--- src/rtl/capture_regs.svh ---
// Register indices, field positions and codes of the capture channels
`ifndef CAPTURE_REGS_SVH
`define CAPTURE_REGS_SVH
`define IC_BUF_IDX1   10'h140
`define IC_CON_IDX1   10'h142
`define IC_BUF_IDX2   10'h144
`define IC_CON_IDX2   10'h146
`define IC_BUF_IDX7   10'h158
`define IC_CON_IDX7   10'h15a
`define IC_BUF_IDX8   10'h15c
`define IC_CON_IDX8   10'h15e
`define IC_FLAG_IDX   10'h160
`define IC_EN_IDX     10'h161
`define CON_MODE_LO   0
`define CON_BNE       3
`define CON_OV        4
`define CON_ICI_LO    5
`define CON_TSEL      7
`define CON_SIDL      13
`define MODE_OFF      3'h0
`define MODE_BOTH     3'h1
`define MODE_FALL     3'h2
`define MODE_RISE     3'h3
`define MODE_RISE4    3'h4
`define MODE_RISE16   3'h5
`define MODE_INT      3'h7
`define PS4_LAST      4'h3
`define PS16_LAST     4'hf
`define FIFO_DEPTH    3'h4
`define FIFO_LAST     2'h3
`endif

--- src/rtl/capture_pkg.sv ---
// Types shared by the capture channel design
package capture_pkg;
  typedef struct packed {
    logic       stop_in_idle;
    logic       time_base_select;
    logic [1:0] interrupt_count_field;
    logic [2:0] capture_mode_field;
  } ctrl_t;
  typedef struct packed {
    logic        running;
    logic [15:0] count;
  } timer_t;
endpackage

--- src/rtl/input_capture_channel.sv ---
// Four input capture channels with APB register access
`timescale 1ns/100ps
`default_nettype none
`include "capture_regs.svh"
module input_capture_channel (
  input  wire logic              pclk,
  input  wire logic              presetn,
  input  wire logic              psel,
  input  wire logic              penable,
  input  wire logic              pwrite,
  input  wire logic [11:0]       paddr,
  input  wire logic [31:0]       pwdata,
  output var  logic [31:0]       prdata,
  output var  logic              pready,
  output var  logic              pslverr,
  input  wire logic [3:0]        capture_pin,
  input  wire capture_pkg::timer_t timer2,
  input  wire capture_pkg::timer_t timer3,
  input  wire logic              cpu_sleep,
  input  wire logic              cpu_idle,
  output var  logic [3:0]        channel_interrupt_flag,
  output var  logic              wake_request
);
  import capture_pkg::*;

  // Pin order: one, two, seven, eight
  localparam logic [9:0] BUF_IDX [4] = '{`IC_BUF_IDX1, `IC_BUF_IDX2,
                                         `IC_BUF_IDX7, `IC_BUF_IDX8};
  localparam logic [9:0] CON_IDX [4] = '{`IC_CON_IDX1, `IC_CON_IDX2,
                                         `IC_CON_IDX7, `IC_CON_IDX8};

  function automatic logic [15:0] con_word(ctrl_t c, logic bne, logic ov);
    logic [15:0] w;
    w = 16'h0000;
    w[`CON_MODE_LO +: 3] = c.capture_mode_field;
    w[`CON_BNE] = bne;
    w[`CON_OV] = ov;
    w[`CON_ICI_LO +: 2] = c.interrupt_count_field;
    w[`CON_TSEL] = c.time_base_select;
    w[`CON_SIDL] = c.stop_in_idle;
    return w;
  endfunction

  ctrl_t       ctrl [4];
  logic [15:0] mem [4][4];
  logic [2:0]  cnt [4];
  logic        ov [4];
  logic [3:0]  ps [4];
  logic [1:0]  icnt [4];
  logic [2:0]  sync [4];
  logic        lvl [4];
  logic [3:0]  int_enable;

  ctrl_t       next_ctrl [4];
  logic [2:0]  next_cnt [4];
  logic        next_ov [4];
  logic [3:0]  next_ps [4];
  logic [1:0]  next_icnt [4];
  logic [3:0]  next_flag;
  logic [31:0] next_prdata;

  // Bus decode
  wire        access = psel & penable;
  wire        done   = access & pready;
  wire [9:0]  idx    = paddr[11:2];
  wire        aligned = (paddr[1:0] == 2'h0);
  wire        flag_hit = aligned & (idx == `IC_FLAG_IDX);
  wire        en_hit   = aligned & (idx == `IC_EN_IDX);
  wire [3:0]  buf_hit;
  wire [3:0]  con_hit;
  wire        any_hit = flag_hit | en_hit | (|buf_hit) | (|con_hit);
  wire        wr_done = done & pwrite & ~pslverr;
  wire        rd_done = done & ~pwrite & ~pslverr;

  // Per-channel event wires
  wire [3:0]  rise;
  wire [3:0]  fall;
  wire [3:0]  edge_evt;
  wire [3:0]  store;
  wire [3:0]  pop;
  wire [3:0]  accept;
  wire [3:0]  ovf_evt;
  wire [3:0]  irq_evt;
  wire [3:0]  wake_evt;
  wire [3:0]  bne;
  wire [15:0] ts [4];
  wire [1:0]  wpos [4];

  genvar g;
  generate
    for (g = 0; g < 4; g++) begin : gen_ch
      wire [2:0] m       = ctrl[g].capture_mode_field;
      wire       settled = (sync[g][1] == sync[g][2]) & (sync[g][2] != lvl[g]);
      wire       full    = (cnt[g] == `FIFO_DEPTH);
      wire       tmr_on  = ctrl[g].time_base_select ? timer2.running : timer3.running;
      wire       idle_stop = cpu_idle & (ctrl[g].stop_in_idle | ~tmr_on);
      wire       int_only  = (m == `MODE_INT) & (cpu_sleep | cpu_idle);
      assign buf_hit[g] = aligned & (idx == BUF_IDX[g]);
      assign con_hit[g] = aligned & (idx == CON_IDX[g]);
      assign rise[g] = settled & sync[g][2];
      assign fall[g] = settled & ~sync[g][2];
      assign ts[g] = ctrl[g].time_base_select ? timer2.count : timer3.count;
      // Qualifying edge per mode
      assign edge_evt[g] =
        cpu_sleep ? ((m == `MODE_INT) & rise[g]) :
        (m == `MODE_BOTH)   ? (rise[g] | fall[g]) :
        (m == `MODE_FALL)   ? fall[g] :
        (m == `MODE_RISE)   ? rise[g] :
        (m == `MODE_INT)    ? rise[g] :
        (m == `MODE_RISE4)  ? (rise[g] & (ps[g] == `PS4_LAST)) :
        (m == `MODE_RISE16) ? (rise[g] & (ps[g] == `PS16_LAST)) : 1'b0;
      assign store[g] = edge_evt[g] & ~int_only & ~idle_stop & ~cpu_sleep;
      assign pop[g] = rd_done & buf_hit[g] & (cnt[g] != 3'h0);
      assign accept[g] = store[g] & ~ov[g] & (~full | pop[g]);
      assign ovf_evt[g] = store[g] & full & ~pop[g] & ~ov[g] &
                          (m != `MODE_BOTH);
      assign wpos[g] = pop[g] ? 2'(cnt[g] - 3'h1) : cnt[g][1:0];
      assign bne[g] = (cnt[g] != 3'h0);
      // Interrupt: sleep or idle-interrupt-only and both-edges flag on each event
      assign irq_evt[g] = (int_only | cpu_sleep) ? edge_evt[g] :
                          (m == `MODE_BOTH) ? store[g] :
                          (store[g] & (icnt[g] == ctrl[g].interrupt_count_field));
      assign wake_evt[g] = edge_evt[g] & (m == `MODE_INT) & int_enable[g] &
                           (cpu_sleep | cpu_idle);
    end
  endgenerate

  // Next state of channel state
  always_comb begin
    for (int i = 0; i < 4; i++) begin
      next_ctrl[i] = ctrl[i];
      if (wr_done && con_hit[i]) begin
        next_ctrl[i].capture_mode_field    = pwdata[`CON_MODE_LO +: 3];
        next_ctrl[i].interrupt_count_field = pwdata[`CON_ICI_LO +: 2];
        next_ctrl[i].time_base_select      = pwdata[`CON_TSEL];
        next_ctrl[i].stop_in_idle          = pwdata[`CON_SIDL];
      end
      next_cnt[i] = cnt[i];
      if (accept[i] && !pop[i]) begin
        next_cnt[i] = cnt[i] + 3'h1;
      end else if (pop[i] && !accept[i]) begin
        next_cnt[i] = cnt[i] - 3'h1;
      end
      // Overflow holds until the buffer is drained
      next_ov[i] = ovf_evt[i] | (ov[i] & (next_cnt[i] != 3'h0));
      next_ps[i] = ps[i];
      if (ctrl[i].capture_mode_field == `MODE_OFF) begin
        next_ps[i] = 4'h0;
      end else if (rise[i] && !cpu_sleep &&
                   (ctrl[i].capture_mode_field == `MODE_RISE4 ||
                    ctrl[i].capture_mode_field == `MODE_RISE16)) begin
        if ((ctrl[i].capture_mode_field == `MODE_RISE4 && ps[i] == `PS4_LAST) ||
            ps[i] == `PS16_LAST) begin
          next_ps[i] = 4'h0;
        end else begin
          next_ps[i] = ps[i] + 4'h1;
        end
      end
      next_icnt[i] = icnt[i];
      if (ctrl[i].capture_mode_field == `MODE_OFF) begin
        next_icnt[i] = 2'h0;
      end else if (store[i] && ctrl[i].capture_mode_field != `MODE_BOTH) begin
        next_icnt[i] = irq_evt[i] ? 2'h0 : icnt[i] + 2'h1;
      end
    end
  end

  // Hardware set wins over a software write-one clear
  always_comb begin
    for (int i = 0; i < 4; i++) begin
      next_flag[i] = irq_evt[i] |
                     (channel_interrupt_flag[i] & ~(wr_done & flag_hit & pwdata[i]));
    end
  end

  // Read data
  always_comb begin
    next_prdata = 32'h0000_0000;
    if (flag_hit) begin
      next_prdata[3:0] = channel_interrupt_flag;
    end else if (en_hit) begin
      next_prdata[3:0] = int_enable;
    end
    for (int i = 0; i < 4; i++) begin
      if (buf_hit[i]) begin
        next_prdata[15:0] = mem[i][0];
      end
      if (con_hit[i]) begin
        next_prdata[15:0] = con_word(ctrl[i], bne[i], ov[i]);
      end
    end
  end

  // Bus slave: one wait cycle, answer registered
  always_ff @(posedge pclk or negedge presetn) begin
    if (!presetn) begin
      pready  <= 1'b0;
      pslverr <= 1'b0;
      prdata  <= 32'h0000_0000;
    end else begin
      pready  <= access & ~pready;
      pslverr <= access & ~pready & ~any_hit;
      if (access && !pready) begin
        prdata <= pwrite ? 32'h0000_0000 : next_prdata;
      end
    end
  end

  // Control, status and input synchronisers
  always_ff @(posedge pclk or negedge presetn) begin
    if (!presetn) begin
      for (int i = 0; i < 4; i++) begin
        ctrl[i] <= '0;
        cnt[i]  <= 3'h0;
        ov[i]   <= 1'b0;
        ps[i]   <= 4'h0;
        icnt[i] <= 2'h0;
        sync[i] <= 3'h0;
        lvl[i]  <= 1'b0;
      end
      int_enable             <= 4'h0;
      channel_interrupt_flag <= 4'h0;
      wake_request           <= 1'b0;
    end else begin
      for (int i = 0; i < 4; i++) begin
        ctrl[i] <= next_ctrl[i];
        cnt[i]  <= next_cnt[i];
        ov[i]   <= next_ov[i];
        ps[i]   <= next_ps[i];
        icnt[i] <= next_icnt[i];
        sync[i] <= {sync[i][1:0], capture_pin[i]};
        if (sync[i][1] == sync[i][2]) begin
          lvl[i] <= sync[i][2];
        end
      end
      if (wr_done && en_hit) begin
        int_enable <= pwdata[3:0];
      end
      channel_interrupt_flag <= next_flag;
      wake_request           <= |wake_evt;
    end
  end

  // Capture buffer storage
  always_ff @(posedge pclk) begin
    for (int i = 0; i < 4; i++) begin
      for (int k = 0; k < 4; k++) begin
        if (pop[i] && k < 3) begin
          mem[i][k] <= mem[i][k+1];
        end
        if (accept[i] && wpos[i] == 2'(k)) begin
          mem[i][k] <= ts[i];
        end
      end
    end
  end

  generate
    for (g = 0; g < 4; g++) begin : gen_chk

    end
  endgenerate
endmodule // input_capture_channel
`default_nettype wire

--- config.mk ---
export PLATFORM = sky130hd
export DESIGN_NAME = input_capture_channel
export DESIGN_NICKNAME = d
export VERILOG_FILES = /design/src/rtl/capture_pkg.sv /design/src/rtl/input_capture_channel.sv
export VERILOG_INCLUDE_DIRS = /design/src /design/src/rtl
export SDC_FILE = /design/constraint.sdc
export NUM_CORES = 1
export LEC_CHECK = 0
export BUFFER_PORTS_ARGS = -buffer_cell sky130_fd_sc_hd__buf_4
export CORE_MARGIN = 2
export CORE_UTILIZATION = 65
export DETAILED_ROUTE_END_ITERATION = 6
export GPL_ROUTABILITY_DRIVEN = 1
export GPL_TIMING_DRIVEN = 0
export PLACE_DENSITY = 0.85
export SYNTH_ARGS = -nofsm -noshare
export SYNTH_HDL_FRONTEND = slang
export SYNTH_SLANG_ARGS = --single-unit
--- constraint.sdc ---
create_clock -name pclk -period 8.45 [get_ports pclk]
set_input_delay 1.69 -clock pclk [delete_from_list [all_inputs] [get_ports pclk]]
set_output_delay 1.69 -clock pclk [all_outputs]
set_load 0.05 [all_outputs]
# Yosys cells after proc, flatten, opt, wreduce, memory -nomap -nowiden
# Memory sizes are Yosys's and may differ from the RTL's.
# Cells that the tools add are included.
# word_totals
register_bits,127
ramBits,256
inputBits,89
output_inout_bits,39
memories,1
# memory_table
memory,depth,width,read_ports,rd_ports_with_merged_regs,write_ports,line,text
mem,4,64,4,0,4,input_capture_channel.sv:45,logic [15:0] mem [4][4];
# op_classes
add_sub_neg,16
n_eq_ne,74
mux,143
bitwise_logic,200
reduce_logical,92
# ops
cell,count
$mux W16,25
$and A1 B1 Y1,123
$eq A10 B9 Y1 const B,10
$mux W1,80
$mux W4,14
$eq A3 B3 Y1 const B,16
$logic_and A1 B1 Y1,46
$or A1 B1 Y1,40
$not A1 Y1,37
$mux W2,16
$eq A3 B2 Y1 const B,8
$mux W3,8
$reduce_bool A3 Y1,8
$add A4 B1 Y4 const B,4
$eq A2 B2 Y1 const B,8
$eq A4 B2 Y1 const B,4
$eq A4 B4 Y1 const B,4
$reduce_bool A2 Y1,8
$add A3 B1 Y3 const B,4
$eq A3 B1 Y1 const B,4
$logic_not A3 Y1,4
$ne A3 B1 Y1 const B,4
$reduce_or A4 Y1,3
$sub A3 B1 Y3 const B,4
8 further kinds,43

# Longest topological paths before layout
# Gate-level depths: netlist (run 1).
# depth
depth_word,23
mapped_depth,12
ltp_nobuf,9

# Worst setup path after synthesis (run 1)
# No wires, ideal clock.
# synth_path
path_kind,input to register
startpoint,in paddr[2]
endpoint,"mem mem[3][32] in the netlist's numbering, enable pin"
arrival_ns,4.429
slack_ns,3.610
cell_stages,9
cell_sequence,buf_6 or4b_4 buf_6 nor3b_4 nand3_4 nor2_4 nand3_1 o31a_1 o21ai_0
# synth_lines
element,line,text
"start, declared",input_capture_channel.sv:11,"input wire logic [11:0] paddr,"
"end, declared",input_capture_channel.sv:45,

==> impl_metrics.tcl, run 1 <==
set metrics [dict create \
    postSynth.asyncResetShare_pct 30.2 \
    rsz0062_at_grt "no" \
    core_area_mm2 0.0271 \
    critical_path_class "in -> reg" \
    cp.required_ps 8550 \
    cts_tree "yes" \
    grt_pass1_vias 12900 \
    num_io_pins 128 \
    leakagePower_nw 7.92 \
    fmax_mhz 207 \
    cts_num_sinks 367 \
    firstDrtPassIters 5 \
    clk_latency_ps 540 \
    finalSetupTns_ps 0 \
    avgSynthCellArea_um2 12.1 \
    area_growth_pct 13.6 \
    nNetsFinal 1733 \
    ff2ff_setup_slack_ps 4560 \
    antennaDiodeCount 0 \
    clock_skew_ps 15.1 \
    cts_resized 0 \
    postLayoutCellArea_mm2 0.0205 \
    dpl_cell_area_mm2 0.0192 \
    grt_start_max_net_pins 88 \
    yosysWarnings 0 \
    hpwl_um 31900 \
    drc_errors 0 \
    hold_viol 0 \
    synth_cell_type_count 95 \
    relSlewSlack_pct 13.5 \
    tightestPinTransition_ps 1290 \
    startpoint_type "primary input" \
    gr-total-overflow 0 \
    htree_levels 2 \
    drt-total-wl_um 46000 \
    dieArea_mm2 0.0291 \
    synthCells 1487 \
    ctsRootBufferMaster "clkbuf_16" \
    critPathArrivalTime_ps 4930 \
    antenna_left 0 \
    synth_ff_type "edfxtp_1" \
    start_util_pct 66.5 \
    synth-seq-cells 367 \
    path_clk_slew_ps 60 \
    numCtsBuffers 39 \
    num_vias 13200 \
    gp_congestion 0.968 \
    setup-violations-final 0 \
    cts_buffer_depth 3 \
    io_buffers 84 \
    drt-initial-drc-count 1555 \
    max-vdd-ir-drop_mv 0.170 \
    hp-class "reg -> reg" \
    outcome "finished, final reports clean" \
    drv_slew 0 \
    post_cts_buffers 0 \
    die_h_um 170 \
    grt.total_usage_pct 32.0 \
    synth_edf_count 256 \
    viasPerCell 6.49 \
    synthesis.area_mm2 0.0180 \
    cts_hold_buffers 0 \
    max_cap_viol_count 0 \
    drive_gt1_share_pct 23.1 \
    ys_seq_area_share_pct 58.1 \
    period_share_pct 57.1 \
    layout_min_cycle_time_ps 4830 \
    power.density_mw_per_mm2 191 \
    antenna_found_initial 0 \
    grt_pass1_wl_um 71000 \
    avgRoutedWirePerCell_um 22.7 \
    die_width_um 170 \
    critPathMaxFanout 16 \
    rows 60 \
    fill_cells 1720 \
    critPathCaptureType "flop" \
]
[layout make-up]
class                   instances  area, um2  share of cell area (%)
multi-input cells             991       6930                    33.9
clock inverters                18        146                   0.716
flip-flops and latches        367      10500                    51.2
clock buffers                  54       1090                    5.35
repair buffers                 85        662                    3.24
inverters                      59        221                    1.08
well taps                     372        465                    2.28
plain buffers                  85        473                    2.31
[final timing paths]
path / end / cells past startpoint / startpoint
max reg2reg: mem[1][24] / 8 / cnt[6]
min reg2reg: sync[7] / 0 / sync[6]
min: sync[7] / 0 / sync[6]
min in group asynchronous: ps[10] / 1 / presetn
max in group asynchronous: gen_ch[3].m[1] / 2 / presetn
max: mem[1][24] / 8 / paddr[1]
[Yosys cell counts (9+ instances only)]
| master | number | area share, % |
|---|---|---|
| xor2_1 | 10 | 0.49 |
| buf_4 | 19 | 0.79 |
| ha_1 | 16 | 1.1 |
| edfxtp_1 | 256 | 43 |
| a22oi_1 | 26 | 1.1 |
| o21ai_0 | 96 | 2.7 |
| o221ai_1 | 9 | 0.44 |
| nor3_1 | 38 | 1.1 |
| mux2_4 | 9 | 0.75 |
| a21oi_1 | 70 | 1.9 |
| buf_2 | 17 | 0.47 |
| dfrtp_1 | 111 | 15 |
| nand2b_1 | 13 | 0.45 |
| mux2i_1 | 44 | 2.4 |
| nor2_1 | 82 | 1.7 |
| o21ai_1 | 16 | 0.44 |
| and3_1 | 15 | 0.52 |
| nor2b_1 | 10 | 0.35 |
| inv_1 | 59 | 1.2 |
| clkbuf_1 | 35 | 0.73 |
| o31ai_1 | 11 | 0.46 |
| a31oi_1 | 11 | 0.38 |
| or3_1 | 9 | 0.31 |
| mux2_2 | 146 | 9.1 |
| nand2_1 | 135 | 2.8 |
| nand3_1 | 32 | 0.89 |
| a211oi_1 | 13 | 0.54 |
[per-layer routing]
metal / share of wire, % / vias to the layer above / GRT usage, %
met5: 0 / - / 0
li1: - / 5812 / -
met2: 48 / 783 / 53.0
met1: 39 / 6416 / 42.3
met3: 9.1 / 166 / 4.88
met4: 4.7 / 0 / 14.3
[layout by cell type, fill, tap and decap left out, types with 41 or more instances in the layout]
cell type / instances
mux2i_1: 44
clkbuf_16: 41
o21ai_0: 95
edfxtp_1: 256
nor2_1: 79
mux2_2: 146
nand2_1: 135
clkbuf_1: 46
buf_4: 102
dfrtp_1: 111
inv_1: 59
a21oi_1: 70
[sequential cells by signal (all words and copies together), names as in the netlist]
signal and cells:
lvl 4, ov 4, int_enable 4, mem 256
cnt 12, wake_request 1, gen_ch.m 12, ctrl 16
sync 12, prdata 16, pslverr 1, ps 16
icnt 8, pready 1, channel_interrupt_flag 4
[where the power goes]
| part | switching [W] | total [W] | internal, W |
|---|---|---|---|
| Combinational | 0.000172 | 0.000269 | 0.0000969 |
| Sequential | 0.0000323 | 0.00197 | 0.00194 |
| Clock | 0.000701 | 0.00167 | 0.000971 |
| Total | 0.000906 | 0.00392 | 0.00301 |
[through the flow]
step	total power, W	hold slack (ps)	util [%]	setup WS (ps)	std cells
3_5_place_dp	0.00227	338	70.8	3150	1959
4_1_cts	0.00392	361	75.4	3660	2031
6_report	0.00392	354	75.5	3620	2031
5_1_grt	0.00402	365	75.5	3280	2031
2_1_floorplan	0.00216	331	-	3610	1502
3_3_place_gp	0.00225	335	70.7	2660	1958
[cell families (layout without fill, tap and decap cells)]
family / count (synthesis) / after routing / synth area share (%)
adders and majority gates: 20 / 20 / 1.33
other: 1 / 16 / 0.0208
buffers and inverters: 144 / 301 / 3.85
xor gates and xnor gates: 18 / 18 / 0.875
AOI/OAI and AO/OA: 323 / 323 / 11.4
and+or+nand+nor: 409 / 409 / 11.7
muxes: 205 / 205 / 12.7
DFF: 367 / 367 / 58.1
[worst max-delay path, stage by stage]
cell      delay, ps
buf_4           110
nor4b_2         420
nand2_1         380
o41ai_1         770
nor3_1           90
o21ai_1         380
clkbuf_1        460
nand2_1         600
Note: power is estimated with default switching activity, not from simulation.
==> run 2, diff against run 1 <==
Settings changed: ABC_AREA set to 1, CORE_UTILIZATION 65 to 55, PLACE_DENSITY 0.85 to 0.77.
Clock period 8.45 ns to 4.1 ns, I/O delays scaled along.
==> impl_metrics.tcl, run 2 <==
set metrics [dict create \
    outcome "finished, final reports clean" \
    firstDrtPassIters 6 \
    yosys-top-cells-area "edfxtp_1 42%, dfrtp_1 15%, nand2_1 13%" \
    register_area_mm2 0.0105 \
    relSlewSlack_pct 34.2 \
    synth_ff_type "edfxtp_1" \
    rsz0062_at_grt "no" \
    area_growth_pct 14.8 \
    layout_min_cycle_time_ps 3350 \
    yosysWarnings 0 \
    numCtsBuffers 38 \
    antenna_found_initial 0 \
    ctsRootBufferMaster "clkbuf_16" \
    worstReg2RegStart "pready" \
    core_area_mm2 0.0325 \
    post_cts_buffers 0 \
    synthesis.area_mm2 0.0181 \
    htree_levels 2 \
    grt_pass1_wl_um 70700 \
    synth_most_common_cell "nand2_1" \
    layout_commonest_cell "nand2_1" \
    synth_cell_type_count 54 \
    dpl_cell_area_mm2 0.0194 \
    holdWs_ps 143 \
    drv_slew 0 \
    cp.required_ps 4280 \
    synthTopCellsByCount "642 x nand2_1, 256 x edfxtp_1, 250 x inv_1, 240 x o21ai_0, 111 x dfrtp_1" \
    synth_edf_count 256 \
    grt_pass1_vias 13300 \
    multiInputGateArea_mm2 0.00630 \
    cts_num_sinks 367 \
    max_stage_delay_ps 480 \
    clock_skew_ps 23.0 \
    startpoint "pready" \
    final_cell_mix "642 x nand2_1, 256 x edfxtp_1, 250 x inv_1, 240 x o21ai_0, 111 x dfrtp_1" \
    io_buffers 87 \
    gp_congestion 0.995 \
    cts_resized 0 \
    synth-seq-cells 367 \
    period_share_pct 81.7 \
    nNetsFinal 2274 \
    die_h_um 185 \
    drc_errors 0 \
    yosys.area.top_type "edfxtp_1" \
    grt_start_max_net_pins 112 \
    postSynth.asyncResetShare_pct 30.2 \
    startpoint_type "flop" \
    gr-total-overflow 0 \
    fill_cells 2623 \
    num_io_pins 128 \
    hpwl_um 35100 \
    finalSetupTns_ps 0 \
    start_util_pct 55.7 \
    viasPerCell 5.46 \
    leakagePower_nw 9.39 \
    top_register "mem" \
    die_width_um 185 \
    grt.total_usage_pct 26.8 \
    critical_path_class "reg -> reg" \
    critPathMaxFanout 16 \
    setup-violations-final 0 \
    critPathArrivalTime_ps 3520 \
    crit_family "simple AND/OR/NAND/NOR gates" \
    crit_chain "nand3_1 -> nor2_1 -> nand2_1 -> nor2_2 -> nand2_4 -> xor2_2 -> inv_2 -> nor3_4 -> inv_2 -> buf_2 -> nand2_1" \
    critPathCaptureType "flop" \
    antenna_left 0 \
    avgRoutedWirePerCell_um 17.2 \
    avgSynthCellArea_um2 8.94 \
    dieArea_mm2 0.0344 \
    tightestPinTransition_ps 976 \
    postLayoutCellArea_mm2 0.0208 \
    drt-total-wl_um 45300 \
    ff2ff_setup_slack_ps 750 \
    largest_reg_flops 256 \
    hold_viol 0 \
    synth.top_cell.area_share_pct 42.5 \
    antennaDiodeCount 0 \
    max-vdd-ir-drop_mv 0.297 \
    fmax_mhz 299 \
    critPathBufInv 3 \
    synthCells 2023 \
    drive_gt1_share_pct 10.8 \
    drt-initial-drc-count 1412 \
    cts_tree "yes" \
    num_vias 14400 \
    power.density_mw_per_mm2 431 \
    cpMaxStageDelayCell "nand2_1" \
    cts_buffer_depth 3 \
    max_cap_viol_count 0 \
    cts_hold_buffers 0 \
    rows 66 \
    hp-class "in -> async" \
    path_clk_slew_ps 60 \
    clk_latency_ps 540 \
    ys_seq_area_share_pct 57.8 \
]
run 2: cell families (layout without fill, tap and decap cells):
logic type,Yosys count,after routing,share of synthesized area [%]
xor+xnor,24,24,1.20
mux,5,5,0.277
fa+ha+maj,16,16,1.11
flops,367,367,57.8
other cells,1,16,0.0207
simple gates,902,902,20.8
compound gates,366,366,11.0
buf+inv,342,502,7.73
run 2: final cells by class:
type                    count  share of cell area (%)
plain buffers              79                    1.97
clock buffers              54                    5.30
clock inverters            15                    1.16
inverters                 263                    4.76
multi-input cells        1329                    30.3
flip-flops and latches    367                    50.4
well taps                 442                    2.66
repair buffers             91                    3.44
run 2: where the power goes:
group	total, W	internal [W]	switching (W)
registers	0.00428	0.00416	0.000127
clock network	0.00362	0.00220	0.00142
logic	0.00106	0.000340	0.000716
total	0.00896	0.00670	0.00226
run 2: final timing paths:
path                              end  cells past startpoint
max                        mem[3][58]                     11
max reg2reg                mem[3][58]                     11
min in group pclk            sync[10]                      0
max in group asynchronous       ps[7]                      2
min reg2reg                  sync[10]                      0
min                           sync[7]                      1
run 2: per-layer routing:
layer	up-vias	global-route usage, %	wire [um]
met2	697	41.9	20100
li1	6955	-	-
met4	0	8.79	1440
met5	-	0	0
met1	6655	38.6	20000
met3	100	3.89	3790
run 2: through the flow:
stage	setup WS, ps	utilization, %	power (W)	instances
after floorplan	613	-	0.00505	2038
after global placement	-298	59.6	0.00532	2567
after detailed placement	277	59.8	0.00538	2570
after CTS	801	63.9	0.00898	2639
after global routing	491	64.0	0.00931	2640
final	752	64.0	0.00896	2640
==> run 3, diff against run 2 <==
Settings changed: ABC_AREA 1 to 0, CORE_UTILIZATION 55 to 61, PLACE_DENSITY 0.77 to 0.8.
Clock period 4.1 ns to 3.2 ns, I/O delays scaled along.
==> impl_metrics.tcl, run 3 (synthesis gave the netlist of run 1 again) <==
set metrics [dict create \
    outcome "finished, final reports clean" \
    avgRoutedWirePerCell_um 22.1 \
    cts_tree "yes" \
    rows 62 \
    critPathBufInv 1 \
    dieArea_mm2 0.0309 \
    internal_power_w 0.00814 \
    numCtsBuffers 39 \
    ff2ff_setup_slack_ps 50 \
    max_stage_delay_ps 470 \
    cts_hold_buffers 0 \
    start_util_pct 62.4 \
    power_frac_seq_pct 49.3 \
    grt_use_met2_pct 48.0 \
    gr-usage-met1_pct 40.0 \
    hold_viol 0 \
    relSlewSlack_pct 14.8 \
    cts_buffer_depth 3 \
    grt.total_usage_pct 29.4 \
    critPathArrivalTime_ps 3430 \
    crit_family "simple AND/OR/NAND/NOR gates" \
    period_share_pct 98.3 \
    power_switching_w 0.00243 \
    layout_commonest_cell "edfxtp_1" \
    nNetsFinal 1755 \
    fmax_mhz 318 \
    final_cell_mix "256 x edfxtp_1, 146 x mux2_2, 128 x buf_4, 125 x nand2_1, 111 x dfrtp_1" \
    io_buffers 84 \
    area_growth_pct 16.3 \
    max-vdd-ir-drop_mv 0.413 \
    reg2reg_depth 8 \
    firstDrtPassIters 6 \
    drt-total-wl_um 45700 \
    path_clk_slew_ps 60 \
    clock_skew_ps 14.2 \
    gp_congestion 0.937 \
    top_usage_layer "met2" \
    startpoint_type "flop" \
    viasPerCell 6.35 \
    layout_min_cycle_time_ps 3150 \
    gr-total-overflow 0 \
    power_frac_clock_pct 43.8 \
    worstReg2RegStart "pslverr" \
    dp_slack_ps -930 \
    drc_errors 0 \
    antenna_left 0 \
    cp.required_ps 3480 \
    critPathCaptureType "flop" \
    num_io_pins 128 \
    setup_ws_ps 54.4 \
    hp-class "in -> async" \
    swShare_pct 23.0 \
    leakagePower_nw 8.14 \
    antennaDiodeCount 0 \
    largest_reg_flops 256 \
    die_h_um 176 \
    dpl_cell_area_mm2 0.0193 \
    tightestPinTransition_ps 1270 \
    antenna_found_initial 0 \
    grt_start_max_net_pins 57 \
    drv_slew 0 \
    die_width_um 176 \
    num_vias 13100 \
    clk_latency_ps 530 \
    max_cap_viol_count 0 \
    core_area_mm2 0.0289 \
    worstReg2RegEnd "mem[0][42]" \
    combPwrFrac_pct 6.9 \
    power.density_mw_per_mm2 505 \
    rsz0062_at_grt "yes" \
    htree_levels 2 \
    top_register "mem" \
    cts_num_sinks 367 \
    hpwl_um 31900 \
    critical_path_class "reg -> reg" \
    critPathMaxFanout 10 \
    cpMaxStageDelayCell "nor4_4" \
    grt_pass1_wl_um 70000 \
    holdWs_ps 199 \
    postLayoutCellArea_mm2 0.0209 \
    grt_use_met3_pct 5.56 \
    drive_gt1_share_pct 26.0 \
    ctsRootBufferMaster "clkbuf_16" \
    grt_pass1_vias 12500 \
    drt-initial-drc-count 1577 \
    fill_cells 1965 \
    crit_chain "and4b_1 -> nand2b_1 -> nor4_4 -> o21a_1 -> nor3_1 -> o21ai_2 -> clkbuf_4 -> mux2_2" \
    setup-violations-final 0 \
]
[run 3: power groups by stage]
stage | Clock, W | Sequential, W | Combinational [W]
floorplan | 0 | 0.00529 | 0.000425
global placement | 0 | 0.00530 | 0.000661
detailed placement | 0 | 0.00530 | 0.000691
CTS | 0.00465 | 0.00521 | 0.000701
global route | 0.00485 | 0.00522 | 0.000786
finish | 0.00463 | 0.00521 | 0.000728
[run 3: worst max-delay path by stage]
stage / from / endpoint / slack [ps] / depth (start not counted)
floorplan: paddr[2] / mem[3][32] / -140 / 9
detailed placement: paddr[2] / mem[1][27] / -930 / 8
finish: pslverr / mem[0][42] / 50 / 8
global route: pslverr / mem[0][42] / -60 / 8
CTS: pslverr / mem[0][40] / -10 / 8
global placement: paddr[1] / mem[0][26] / -880 / 9
[run 3: area by class of cell]
class,instances,area [um2],area share (%)
clock inverter,19,246,1.18
buffer,84,494,2.36
multi-input combinational,991,7140,34.1
tap,384,480,2.29
timing repair buffer,108,831,3.97
inverter,59,221,1.06
clock buffer,51,1060,5.07
sequential,367,10500,50.0
[run 3: timing repair]
action,4_1_cts,5_1_grt
buffers inserted,3,20
setup endpoints to repair,276,266
pin swaps,2,5
resized for setup,30,19
[run 3: layer usage]
metal,up-vias,share of wire (%)
met5,-,0
met4,0,3.6
met3,124,9.1
met2,669,47
met1,6441,40
li1,5863,-
[run 3: stage by stage]
step	utilization [%]	total power, W	instances	setup TNS (ps)
6_report	72.6	0.0106	2063	0
5_1_grt	72.6	0.0109	2063	-641
4_1_cts	71.7	0.0106	2044	-49.7
3_5_place_dp	66.7	0.00599	1971	-212000
3_3_place_gp	66.6	0.00596	1970	-178200
2_1_floorplan	-	0.00572	1502	-3370
